### src/rtl/ubr_pkg.sv
// Package for the break/idle transmitter and oversampled receiver block.
// Assumes a single 40 MHz module clock and an external oversample tick.
`default_nettype none
package ubr_pkg;
    localparam int CLK_PERIOD_NS = 25;
    // Register offsets on the plain register port
    localparam logic [2:0] ADDR_CTRL  = 3'h0;
    localparam logic [2:0] ADDR_CFG   = 3'h1;
    localparam logic [2:0] ADDR_STAT  = 3'h2;
    localparam logic [2:0] ADDR_DATA  = 3'h3;
    localparam logic [2:0] ADDR_MATCH = 3'h4;
    // Status bit positions
    localparam int ST_TXE = 0;
    localparam int ST_RXF = 1;
    localparam int ST_OVR = 2;
    localparam int ST_NSE = 3;
    localparam int ST_FRM = 4;
    localparam int ST_IDL = 5;
    localparam int ST_BSY = 6;
    // Frame figures in bit times, reset oversample ratio minus one, and the three-ones edge history
    localparam logic [4:0] BRK_BASE  = 5'h0a;
    localparam logic [4:0] BRK_LONG  = 5'h03;
    localparam logic [3:0] DATA_BASE = 4'h8;
    localparam logic [4:0] CFG_OSR_RST = 5'h0f;
    localparam logic [2:0] HIST_ONES = 3'h7;

    typedef struct packed {
        logic match_second_enable;
        logic match_first_enable;
        logic idle_during_sleep_bit;
        logic wake_method_sel;
        logic rx_sleep_bit;
        logic send_break_bit;
        logic transmitter_enable_bit;
        logic receiver_enable_bit;
    } ubr_ctrl_t;

    typedef struct packed {
        logic [4:0] osr_m1;
        logic       idle_count_after_stop_sel;
        logic       msb_first_sel;
        logic       resync_disable;
        logic       both_edge_sel;
        logic       rx_invert_bit;
        logic       long_break_sel;
        logic       two_stop_sel;
        logic       ten_bit_sel;
        logic       nine_bit_sel;
    } ubr_cfg_t;

    typedef enum logic [1:0] {RX_HUNT, RX_START, RX_BITS} ubr_rx_st_t;
endpackage
`default_nettype wire

### src/rtl/ubr_core.sv
// Break and queued-idle transmitter plus oversampled receiver with wakeup.
// Assumes i_sample_tick pulses once per sample segment, synchronous inputs.
//
// What this block does
// - Break is all zeros, 10 bit times plus length options.
// - Send-break high then low queues one break; held high requeues.
// - Toggling transmitter enable off then on queues one idle character.
// - Serial output stays driven while a character is in the shifter.
// - Receive inversion option; receiver enable gates reception.
// - Frames: zero start, 8 to 10 data bits, 1 or 2 stop bits.
// - Store into empty buffer and set full; else set overrun, drop.
// - Falling edge is a zero sample after three one samples.
// - Start verified by two of three mid samples; new edge restarts.
// - Each bit is the majority of three middle samples.
// - Any disagreeing sample sets noise at transfer.
// - Both-edge mode doubles segments, samples at ratio, +1, +2.
// - Every falling edge after the start bit realigns sampling unless resync disabled.
// - Non-break framing error preloads edge history with three ones.
// - Sleep blocks receiver flags except idle with idle-during-sleep.
// - Idle-line wake clears sleep after one character of idle.
// - Idle-during-sleep set: idles flag in sleep as when awake; clear: waking idle silent.
// - Idle counting from start bit, or after stop when selected.
// - Address-mark wake: set last data bit clears sleep, char stored.
// - Marked address stored only when it matches an enabled value.
// - Data after matched address stored, after unmatched discarded.
// - Either enabled match accepts; no enables stores everything.
// - Error flags set with buffer full, never on overrun.
`default_nettype none
module ubr_core (
    input  wire logic        i_mclk,
    input  wire logic        i_rst_n,
    input  wire logic        i_sample_tick,
    input  wire logic        i_rx,
    output logic             o_tx,
    output logic             o_tx_oe,
    input  wire logic [2:0]  i_addr,
    input  wire logic [15:0] i_wdata,
    input  wire logic        i_wr,
    input  wire logic        i_rd,
    output logic [15:0]      o_rdata
);
    ubr_pkg::ubr_ctrl_t ctrl;
    ubr_pkg::ubr_cfg_t  cfg;
    logic [7:0]  ma1;
    logic [7:0]  ma2;
    logic        rx_full, ovr, nse, frm, idl, armed, matched;
    logic [9:0]  rx_data;
    logic        tx_empty, brk_q, idle_q, busy, tx_brk;
    logic [9:0]  tx_buf;
    logic [15:0] tsh;
    logic [4:0]  tbits;
    logic [6:0]  tcnt;
    ubr_pkg::ubr_rx_st_t st;
    logic [2:0]  hist, samp;
    logic [6:0]  seg;
    logic [3:0]  bidx;
    logic [9:0]  rsh;
    logic        nacc, facc;
    logic [9:0]  icnt;

    wire wr_ctrl = i_wr && i_addr == ubr_pkg::ADDR_CTRL;
    wire wr_stat = i_wr && i_addr == ubr_pkg::ADDR_STAT;
    wire wr_data = i_wr && i_addr == ubr_pkg::ADDR_DATA;
    wire rd_data = i_rd && i_addr == ubr_pkg::ADDR_DATA;

    // Frame geometry
    logic [3:0] nb;
    logic [3:0] ns;
    logic [6:0] oversample_ratio, segs, mid;
    logic [4:0] chlen;
    logic [4:0] brklen;
    always_comb
    begin
        nb = cfg.ten_bit_sel ? 4'ha : (cfg.nine_bit_sel ? 4'h9 : ubr_pkg::DATA_BASE);
        ns = cfg.two_stop_sel ? 4'h2 : 4'h1;
        oversample_ratio = {2'h0, cfg.osr_m1} + 7'h01;
        segs = cfg.both_edge_sel ? {oversample_ratio[5:0], 1'b0} : oversample_ratio;
        mid = cfg.both_edge_sel ? oversample_ratio : {1'b0, oversample_ratio[6:1]};
        chlen = 5'h01 + {1'b0, nb} + {1'b0, ns};
        brklen = ubr_pkg::BRK_BASE
            + {4'h0, cfg.nine_bit_sel & ~cfg.ten_bit_sel}
            + {4'h0, cfg.two_stop_sel}
            + {3'h0, cfg.ten_bit_sel, 1'b0}
            + (cfg.long_break_sel ? ubr_pkg::BRK_LONG : 5'h00);
    end

    // Receive sampling
    wire rxs  = i_rx ^ cfg.rx_invert_bit;
    wire fall = i_sample_tick && !rxs && hist == ubr_pkg::HIST_ONES;
    wire at_s = i_sample_tick && seg >= mid && seg <= mid + 7'h02;
    wire last = i_sample_tick && seg == mid + 7'h02;
    wire [2:0] v3 = {samp[1:0], rxs};
    wire maj = (v3[0] & v3[1]) | (v3[0] & v3[2]) | (v3[1] & v3[2]);
    wire nz  = !(&v3) && |v3;
    wire [3:0] stopb = nb + ns;
    wire done = st == ubr_pkg::RX_BITS && last && bidx == stopb;
    wire fe_now = facc | ~maj;
    // Only the bits of this frame count: a longer earlier frame leaves bits behind
    wire brk_rx = fe_now && (rsh & (10'h3ff >> (4'ha - nb))) == 10'h000;
    wire wake_adr = st == ubr_pkg::RX_BITS && last && bidx == nb && maj
        && ctrl.rx_sleep_bit && ctrl.wake_method_sel;

    function automatic logic [9:0] rev(input logic [9:0] v, input logic [3:0] n);
        logic [9:0] r;
        r = 10'h000;
        for (int i = 0; i < 10; i++)
            if (i < int'(n))
                r[i] = v[int'(n) - 1 - i];
        return r;
    endfunction

    wire [9:0] mask = 10'h3ff >> (4'ha - nb);
    wire [9:0] rval = cfg.msb_first_sel ? (rsh & mask) : rev(rsh, nb);
    wire men  = ctrl.match_first_enable | ctrl.match_second_enable;
    wire hit  = (ctrl.match_first_enable && rval[7:0] == ma1)
        || (ctrl.match_second_enable && rval[7:0] == ma2);
    wire keep = !men || (rsh[0] ? hit : matched);
    wire deliver = done && keep && !ctrl.rx_sleep_bit;
    wire full_eff = rx_full && !rd_data;
    wire store = deliver && !full_eff;

    always_ff @(posedge i_mclk or negedge i_rst_n)
    begin
        if (!i_rst_n)
            hist <= 3'h0;
        else if (done && fe_now && !brk_rx)
            hist <= ubr_pkg::HIST_ONES;
        else if (i_sample_tick)
            hist <= {hist[1:0], rxs};
    end

    always_ff @(posedge i_mclk or negedge i_rst_n)
    begin
        if (!i_rst_n)
            samp <= 3'h0;
        else if (at_s)
            samp <= v3;
    end

    always_ff @(posedge i_mclk or negedge i_rst_n)
    begin
        if (!i_rst_n)
        begin
            st <= ubr_pkg::RX_HUNT;
            seg <= 7'h01;
            bidx <= 4'h0;
            rsh <= 10'h000;
            nacc <= 1'b0;
            facc <= 1'b0;
        end
        else if (!ctrl.receiver_enable_bit)
            st <= ubr_pkg::RX_HUNT;
        else
        begin
            // The falling sample is segment one, so the next tick is segment two
            case (st)
                ubr_pkg::RX_HUNT:
                    if (fall)
                    begin
                        st <= ubr_pkg::RX_START;
                        seg <= 7'h02;
                    end
                ubr_pkg::RX_START:
                    if (fall)
                        seg <= 7'h02;
                    else if (last)
                    begin
                        if (!maj)
                        begin
                            st <= ubr_pkg::RX_BITS;
                            nacc <= nz;
                            facc <= 1'b0;
                            bidx <= 4'h0;
                        end
                        else
                            st <= ubr_pkg::RX_HUNT;
                        seg <= seg + 7'h01;
                    end
                    else if (i_sample_tick)
                        seg <= seg + 7'h01;
                ubr_pkg::RX_BITS:
                begin
                    if (fall && !cfg.resync_disable)
                        seg <= 7'h02;
                    else if (i_sample_tick)
                    begin
                        if (seg == segs)
                        begin
                            seg <= 7'h01;
                            bidx <= bidx + 4'h1;
                        end
                        else
                            seg <= seg + 7'h01;
                    end
                    if (last && bidx != 4'h0)
                    begin
                        nacc <= nacc | nz;
                        if (bidx <= nb)
                            rsh <= {rsh[8:0], maj};
                        else
                            facc <= facc | ~maj;
                    end
                    if (done)
                        st <= ubr_pkg::RX_HUNT;
                end
                default:
                    st <= ubr_pkg::RX_HUNT;
            endcase
        end
    end

    // Idle-line detection
    wire [9:0] thr = {5'h00, chlen} * {3'h0, segs};
    wire ihold = cfg.idle_count_after_stop_sel && st != ubr_pkg::RX_HUNT;
    wire idle_hit = i_sample_tick && rxs && !ihold && icnt == thr - 10'h001
        && ctrl.receiver_enable_bit;
    wire wake_idl = idle_hit && ctrl.rx_sleep_bit && !ctrl.wake_method_sel;
    wire idl_set = idle_hit && armed
        && (!ctrl.rx_sleep_bit || ctrl.idle_during_sleep_bit);

    always_ff @(posedge i_mclk or negedge i_rst_n)
    begin
        if (!i_rst_n)
            icnt <= 10'h000;
        else if (i_sample_tick)
        begin
            if (!rxs || ihold)
                icnt <= 10'h000;
            else if (icnt != thr)
                icnt <= icnt + 10'h001;
        end
    end

    // Receive buffer and flags; hardware sets win over software clears
    always_ff @(posedge i_mclk or negedge i_rst_n)
    begin
        if (!i_rst_n)
        begin
            rx_full <= 1'b0;
            ovr <= 1'b0;
            nse <= 1'b0;
            frm <= 1'b0;
            idl <= 1'b0;
            armed <= 1'b0;
            rx_data <= 10'h000;
        end
        else
        begin
            rx_full <= store | full_eff;
            if (store)
                rx_data <= rval;
            ovr <= (deliver && full_eff)
                | (ovr & ~(wr_stat & i_wdata[ubr_pkg::ST_OVR]));
            nse <= (store && (nacc | nz))
                | (nse & ~(wr_stat & i_wdata[ubr_pkg::ST_NSE]));
            frm <= (store && fe_now)
                | (frm & ~(wr_stat & i_wdata[ubr_pkg::ST_FRM]));
            idl <= idl_set | (idl & ~(wr_stat & i_wdata[ubr_pkg::ST_IDL]));
            if (store)
                armed <= 1'b1;
            else if (idl_set)
                armed <= 1'b0;
        end
    end

    always_ff @(posedge i_mclk or negedge i_rst_n)
    begin
        if (!i_rst_n)
            matched <= 1'b0;
        else if (done && men && rsh[0] && !ctrl.rx_sleep_bit)
            matched <= hit;
    end

    // Control registers; a software write to sleep wins over a wake
    always_ff @(posedge i_mclk or negedge i_rst_n)
    begin
        if (!i_rst_n)
        begin
            ctrl <= '0;
            cfg <= '0;
            cfg.osr_m1 <= ubr_pkg::CFG_OSR_RST;
            ma1 <= 8'h00;
            ma2 <= 8'h00;
        end
        else
        begin
            if (wr_ctrl)
                ctrl <= ubr_pkg::ubr_ctrl_t'(i_wdata[7:0]);
            else if (wake_idl || wake_adr)
                ctrl.rx_sleep_bit <= 1'b0;
            if (i_wr && i_addr == ubr_pkg::ADDR_CFG)
                cfg <= ubr_pkg::ubr_cfg_t'(i_wdata[13:0]);
            if (i_wr && i_addr == ubr_pkg::ADDR_MATCH)
            begin
                ma1 <= i_wdata[7:0];
                ma2 <= i_wdata[15:8];
            end
        end
    end

    // Transmitter: queues and one shifter for data, break and idle
    wire sbk_rise = wr_ctrl && i_wdata[2] && !ctrl.send_break_bit;
    wire te_rise = wr_ctrl && i_wdata[1] && !ctrl.transmitter_enable_bit;
    wire ld = !busy && ctrl.transmitter_enable_bit && (brk_q || idle_q || !tx_empty);
    wire ld_brk = ld && brk_q;
    wire ld_idl = ld && !brk_q && idle_q;
    wire ld_dat = ld && !brk_q && !idle_q;
    wire [9:0] tpay = cfg.msb_first_sel ? rev(tx_buf, nb) : tx_buf;

    always_ff @(posedge i_mclk or negedge i_rst_n)
    begin
        if (!i_rst_n)
        begin
            brk_q <= 1'b0;
            idle_q <= 1'b0;
        end
        else
        begin
            brk_q <= sbk_rise || (ld_brk ? ctrl.send_break_bit : brk_q);
            idle_q <= te_rise || (idle_q && !ld_idl);
        end
    end

    always_ff @(posedge i_mclk or negedge i_rst_n)
    begin
        if (!i_rst_n)
        begin
            tx_empty <= 1'b1;
            tx_buf <= 10'h000;
        end
        else
        begin
            if (wr_data)
                tx_buf <= i_wdata[9:0];
            tx_empty <= ld_dat || (tx_empty && !wr_data);
        end
    end

    always_ff @(posedge i_mclk or negedge i_rst_n)
    begin
        if (!i_rst_n)
        begin
            busy <= 1'b0;
            tx_brk <= 1'b0;
            tsh <= 16'hffff;
            tbits <= 5'h00;
            tcnt <= 7'h00;
        end
        else if (ld)
        begin
            busy <= 1'b1;
            tx_brk <= ld_brk;
            tcnt <= 7'h00;
            tbits <= ld_brk ? brklen : chlen;
            if (ld_brk)
                tsh <= 16'h0000;
            else if (ld_idl)
                tsh <= 16'hffff;
            else
                tsh <= ~(16'hffff << (nb + 4'h1)) & {5'h00, tpay, 1'b0}
                    | (16'hffff << (nb + 4'h1));
        end
        else if (busy && i_sample_tick)
        begin
            if (tcnt == segs - 7'h01)
            begin
                tcnt <= 7'h00;
                tsh <= {!tx_brk, tsh[15:1]};
                tbits <= tbits - 5'h01;
                if (tbits == 5'h01)
                    busy <= 1'b0;
            end
            else
                tcnt <= tcnt + 7'h01;
        end
    end

    assign o_tx = busy ? tsh[0] : 1'b1;
    assign o_tx_oe = ctrl.transmitter_enable_bit | busy;

    // Register read port, data one cycle after the strobe
    always_ff @(posedge i_mclk or negedge i_rst_n)
    begin
        if (!i_rst_n)
            o_rdata <= 16'h0000;
        else if (i_rd)
        begin
            case (i_addr)
                ubr_pkg::ADDR_CTRL: o_rdata <= {8'h00, ctrl};
                ubr_pkg::ADDR_CFG: o_rdata <= {2'h0, cfg};
                ubr_pkg::ADDR_STAT: o_rdata <= {9'h000, busy, idl, frm, nse, ovr,
                    rx_full, tx_empty};
                ubr_pkg::ADDR_DATA: o_rdata <= {6'h00, rx_data};
                ubr_pkg::ADDR_MATCH: o_rdata <= {ma2, ma1};
                default: o_rdata <= 16'h0000;
            endcase
        end
        else
            o_rdata <= 16'h0000;
    end
endmodule
`default_nettype wire

### config.mk
export PLATFORM = sky130hd
export DESIGN_NAME = ubr_core
export DESIGN_NICKNAME = d
export VERILOG_FILES = /design/src/rtl/ubr_pkg.sv /design/src/rtl/ubr_core.sv
export SDC_FILE = /design/constraint.sdc
export NUM_CORES = 1
export LEC_CHECK = 0
export ABC_CLOCK_PERIOD_IN_PS = 11200
export BUFFER_PORTS_ARGS = -buffer_cell sky130_fd_sc_hd__buf_4
export CAP_MARGIN = 5
export CORE_ASPECT_RATIO = 1.4
export CORE_MARGIN = 2
export CORE_UTILIZATION = 64
export CTS_CLUSTER_SIZE = 40
export DETAILED_ROUTE_END_ITERATION = 10
export PLACE_DENSITY = 0.82
export REMOVE_ABC_BUFFERS = 1
export SLEW_MARGIN = 20
export SYNTH_ARGS = -nofsm -noshare
export SYNTH_HDL_FRONTEND = slang
export SYNTH_SLANG_ARGS = --single-unit
### constraint.sdc
create_clock -name i_mclk -period 11.2 [get_ports i_mclk]
set_clock_uncertainty 0.15 [all_clocks]
set_input_delay 2.24 -clock i_mclk [delete_from_list [all_inputs] [get_ports i_mclk]]
set_output_delay 2.24 -clock i_mclk [all_outputs]
set_load 0.02 [all_outputs]
### Word-level counts from Yosys, hierarchy flattened

Cells that the tools add are included.

* shifts and indexed selects: 2
* reductions and logical operators: 111
* bitwise gates (word level): 34
* equality and inequality tests: 32
* order comparisons: 23
* muxes and demuxes: 150
* add/subtract/negate cells: 28
* $mul: 1

Operators by type and width (number)
* < comparator 32 x 6 -> 1 bit (second input constant): 8
* two-way mux 16 bit: 6
* two-way mux 1 bit: 81
* binary-select mux 1 bit (select 4 bit): 20
* case mux 16 bit (5 select lines): 1
* two-way mux 7 bit: 11
* logical AND 1 bit: 57
* two-way mux 10 bit: 4
* two-way mux 4 bit: 6
* subtractor 5 x 4 -> 6 bit (second input constant): 4
* == test 7 bit: 3
* case mux 7 bit (3 select lines): 1
* two-way mux 5 bit: 4
* zero test 1 bit: 19
* two-way mux 2 bit: 9
* nonzero test 2 bit: 9
* AND 16 x 11 -> 16 bit: 1
* == test 8 bit: 2
* < comparator 3 x 4 -> 1 bit (first input constant): 4
* NOT 16 bit: 1
* OR 16 bit: 1
* << shifter 16 x 4 -> 16 bit (first input constant): 1
* adder 5 x 2 -> 5 bit: 3
* adder 7 x 1 -> 7 bit (second input constant): 2
* other kinds (64): 123

* output and inout port bits: 18
* input port bits: 25
* register bits after elaboration: 154

### Logic depth before layout (Yosys ltp)

* depth in word-level cells: 19
* depth in mapped cells: 23

### Worst setup path after synthesis

Ideal clock, no wire load.

* kind: register -> register
* start point: reg cfg[0] (netlist name)
* end point: reg armed
* path slack: 5.517 ns
* library setup time: 0.118 ns
* data required time: 10.932 ns
* data arrival time: 5.415 ns
* stages on the path, launching flop included: 24
* cells stage by stage: dfrtp_1 > buf_6 > buf_2 > buf_1 > nand2_1 > ha_1 > fa_1 > buf_1 > nor2_1 > ha_1 > inv_1 > fa_1 > inv_1 > fa_1 > ha_1 > nor2_1 > a211oi_1 > o311ai_0 > xnor2_1 > o221ai_1 > o31ai_1 > nand4_1 > or3_1 > a21o_1

* word-level cells in the longest chain between the ends: 18
* elaborated cells on any way between the ends: 78
* classes of those cells: add/sub: 13; mul: 1; order compare: 8; eq/ne: 4; shift: 1; mux: 37; bitwise: 1; reduce/logical: 13

RTL lines
* start, declared: line ubr_core.sv:43 `ubr_pkg::ubr_cfg_t cfg;`
* start signal, assigned: line ubr_core.sv:292 `cfg <= ubr_pkg::ubr_cfg_t'(i_wdata[13:0]);`
* two-way mux 1 bit (*): line ubr_core.sv:74 `nb = cfg.ten_bit_sel ? 4'ha : (cfg.nine_bit_sel ? 4'h9 : ubr_pkg::DATA_BASE);`
* two-way mux 2 bit (*): line ubr_core.sv:74
* parallel branches: the longest is 16 deep, another holds multiplier 5 x 7 -> 10 bit
* end signal, assigned: line ubr_core.sv:244 `armed <= 1'b0;`
* end signal, assigned: line ubr_core.sv:260 `armed <= 1'b1;`
* end signal, assigned: line ubr_core.sv:262 `armed <= 1'b0;`
* end, declared: line ubr_core.sv:46 `logic rx_full, ovr, nse, frm, idl, armed, matched;`

Every way passes the cells marked *. The select of a mux whose other input is x is not followed.
A chain may end at the register's enable or synchronous reset.

### Worst setup path after layout

* start point: reg cfg[1] (netlist name)
* end point: reg armed

* word-level cells in the longest chain between the ends: 17
* elaborated cells on any way between the ends: 77
* classes of those cells: add/sub: 13; mul: 1; order compare: 8; eq/ne: 4; shift: 1; mux: 36; bitwise: 1; reduce/logical: 13

RTL lines (line)
* two-way mux 2 bit (*): ubr_core.sv:74
* parallel branches: the longest is 16 deep, another holds multiplier 5 x 7 -> 10 bit

Marks and branches as above.

==> reports/results.ini <==
[outcome]
status=complete, but fails checks
violations=design-rule violations

[route]
drc=6
dr.pass1.iters=9
vias=9047
routed_wl_um=28600
drtIter0Drc=900
wl_per_cell_um=20.6
antenna_left=0
via_per_inst=6.53

[yosys]
synth_edf_count=0
synthSimpleGateAreaFrac=0.171
synth_top_family_by_area=simple AND/OR/NAND/NOR gates
ys_top_cells_by_count=132 x dfrtp_1, 96 x nand2_1, 87 x nor2_1, 73 x inv_1, 72 x o21ai_0
synthMuxAreaShare=0.116
synth-adder-area-share=0.0907
yosys.area.top_type=dfrtp_1
post_synth_num_cell_types=78
yosys-top-cells-area=dfrtp_1 31%, ha_1 6.9%, mux2_2 6.1%
syn-cell-area_mm2=0.0107
syn_inst=1164
ys_seq_elements=154
synth-main-ff-cell=dfrtp_1
yosys_warnings=0
synth_most_common_cell=dfrtp_1
synth_top_area_share=0.309
seq_area_frac_synth=0.363
ys_async_sr_fraction=1.00
synth.avg_cell_area_um2=9.18
synth_xor_area_frac=0.0508
synth_compound_area_frac=0.156

[floorplan]
die_height_um=157
die_w_um=113
ioPinCount=43
initial_utilization=0.658
core_area_mm2=0.0162
row_count=55
die_area_mm2=0.0178

[cells_and_area]
fin_area_mm2=0.0117
multi_input_area_mm2=0.00626
drive_above_1_share=0.155
area.sequential_mm2=0.00388
antenna_cells=0
syn2layout_area_growth_pct=9.08
fillCellCount=1267
nets=1270

[critical_path]
crit_path_end=armed
crit_chain=inv_2, nand2_1, ha_1, fa_1, nor2_1, ha_1, inv_1, fa_1, inv_1, fa_1, ha_1, nor2_1, a211oi_1, o311ai_0, xnor2_1, o31ai_1, nand4_1, or3_1, a21o_1
cp-startpoint=cfg[1]
worstSetupPathType=flop to flop
crit_family=adder cells
path_max_fanout=39
reg2reg_from=cfg[1]
reg2reg_depth=19
cp_slowest_cell=dfrtp_1
path_depth=19
cp.arrival_ps=6730
slowest_delay_ps=1080
r2r-end=armed
path_buf_inv=3
critPathCaptureType=flop
start_kind=flop
crit_required_ps=11370
reg2reg_slack_ps=4640

[clock_tree]
cts_buffer_depth=2
ctsResizeCount=0
postCtsHoldBufs=0
cts-htree-levels=4
cts_buffers=17
cts_setup_buffers=0
cts_sinks=154
clk-insertion-delay-late_ps=430
cts_tree=built
root_buffer=clkbuf_16
path_clk_slew_ps=60

[place]
dpl-instance-area_mm2=0.0111
gp_congestion=0.958
hpwl_um=20400
pre_cts_ws_ps=4710
portBuffers=42

[global_route]
antenna_found_initial=0
grt-ovfl-total=0
track_usage=0.331
grt_start_max_net_pins=88
grt_pass1_wl_um=45800
grt_pass1_vias=8913

[timing]
setup_tns_ps=0
tightest_slew_ps=1120
fin_crit_ps=6560
worst_slack_ps=4640
rsz0062_at_grt=false
fin_crit_sh=0.586
drv_slew=0
fmax_mhz=152
setup_viol_count_final=0
timing.slew.headroom=0.252
hold_violations=0

[power]
comb_power_share=0.474
p_leak_uw=0.00533
report.power.total_uw=2590
p_clk_frac=0.227
p_int_uw=1520
vdd_ir_drop_max_uv=312
switching_power_uw=1060
pwr_density_cell_mw_per_mm2=222
switching_share=0.411
sequentialPowerShare=0.299

[run]
drv_cap=0

[worst_hold_path]
hp-class=flop to flop

==> through the flow <==
stage,cells,hold WS [ps],utilization
finish,1386,331,0.717
global route,1386,337,0.717
CTS,1386,329,0.717
detailed placement,1355,315,0.681
global placement,1355,299,0.681
floorplan,1107,288,-
==> worst min-delay path by stage <==
stage	slack (ps)	startpoint	to	depth (start not counted)
global placement	300	tx_brk	tx_brk	1
detailed placement	310	tx_brk	tx_brk	1
CTS	330	tx_brk	tx_brk	1
global route	340	tx_brk	tx_brk	1
finish	330	armed	armed	1
floorplan	290	idl	idl	2
==> worst register-to-register path: cells and delay by family (launching register included) <==
family,cells,cell delay [ps]
xor gates and xnor gates,1,210
DFF,1,1080
and+or+nand+nor,5,1110
buffers and inverters,3,450
adders and majority gates,6,2240
AOI/OAI and AO/OA,4,1200
==> layout make-up <==
cell class                 count  share of cell area
clock buffer                  17              0.0365
tap                          199              0.0214
inverter                      77              0.0248
sequential                   154               0.333
timing repair buffer          49              0.0319
multi-input combinational    876               0.538
clock inverter                14              0.0147
==> cells in the final DEF (no fill, tap or decap), types with 40 or more instances in the layout <==
| master | n |
|---|---|
| inv_1 | 73 |
| xnor2_1 | 40 |
| mux2_2 | 58 |
| ha_1 | 59 |
| nand2_1 | 96 |
| a21oi_1 | 71 |
| nor2_1 | 87 |
| mux2i_1 | 50 |
| o21ai_0 | 72 |
| buf_4 | 48 |
| dfrtp_1 | 132 |
==> power by group through the flow <==
stage | Combinational [µW] | Clock, µW | Sequential (µW)
final | 1230 | 588 | 774
after floorplan | 954 | 0 | 733
after detailed placement | 1210 | 0 | 776
after global routing | 1380 | 613 | 784
after CTS | 1220 | 589 | 769
after global placement | 1170 | 0 | 772
==> logic make-up (layout without fill, tap and decap cells) <==
| logic type | after synthesis | in the layout |
|---|---|---|
| AO/OA/AOI/OAI | 262 | 262 |
| XOR/XNOR | 62 | 62 |
| adder cells (fa/ha/maj) | 71 | 71 |
| buffers and inverters | 134 | 157 |
| flip-flops | 154 | 154 |
| multiplexers | 114 | 114 |
| other | 1 | 1 |
| AND/OR/NAND/NOR | 366 | 366 |
==> per-layer routing <==
layer	global-route usage	vias to the layer above	part of all wire
met1	0.368	4441	0.37
met2	0.582	355	0.51
li1	-	4133	-
met4	0.200	0	0.061
met5	0	-	0
met3	0.0643	118	0.057
==> registers in the layout, indices dropped and copies added (netlist names), 3 cells and up <==
register	cells
hist	3
ma1	8
rsh	10
ctrl	8
tbits	5
tcnt	7
icnt	10
seg	7
tsh	16
ma2	8
bidx	4
o_rdata	16
cfg	14
tx_buf	10
rx_data	10
Power figures use the tool's default switching activity.
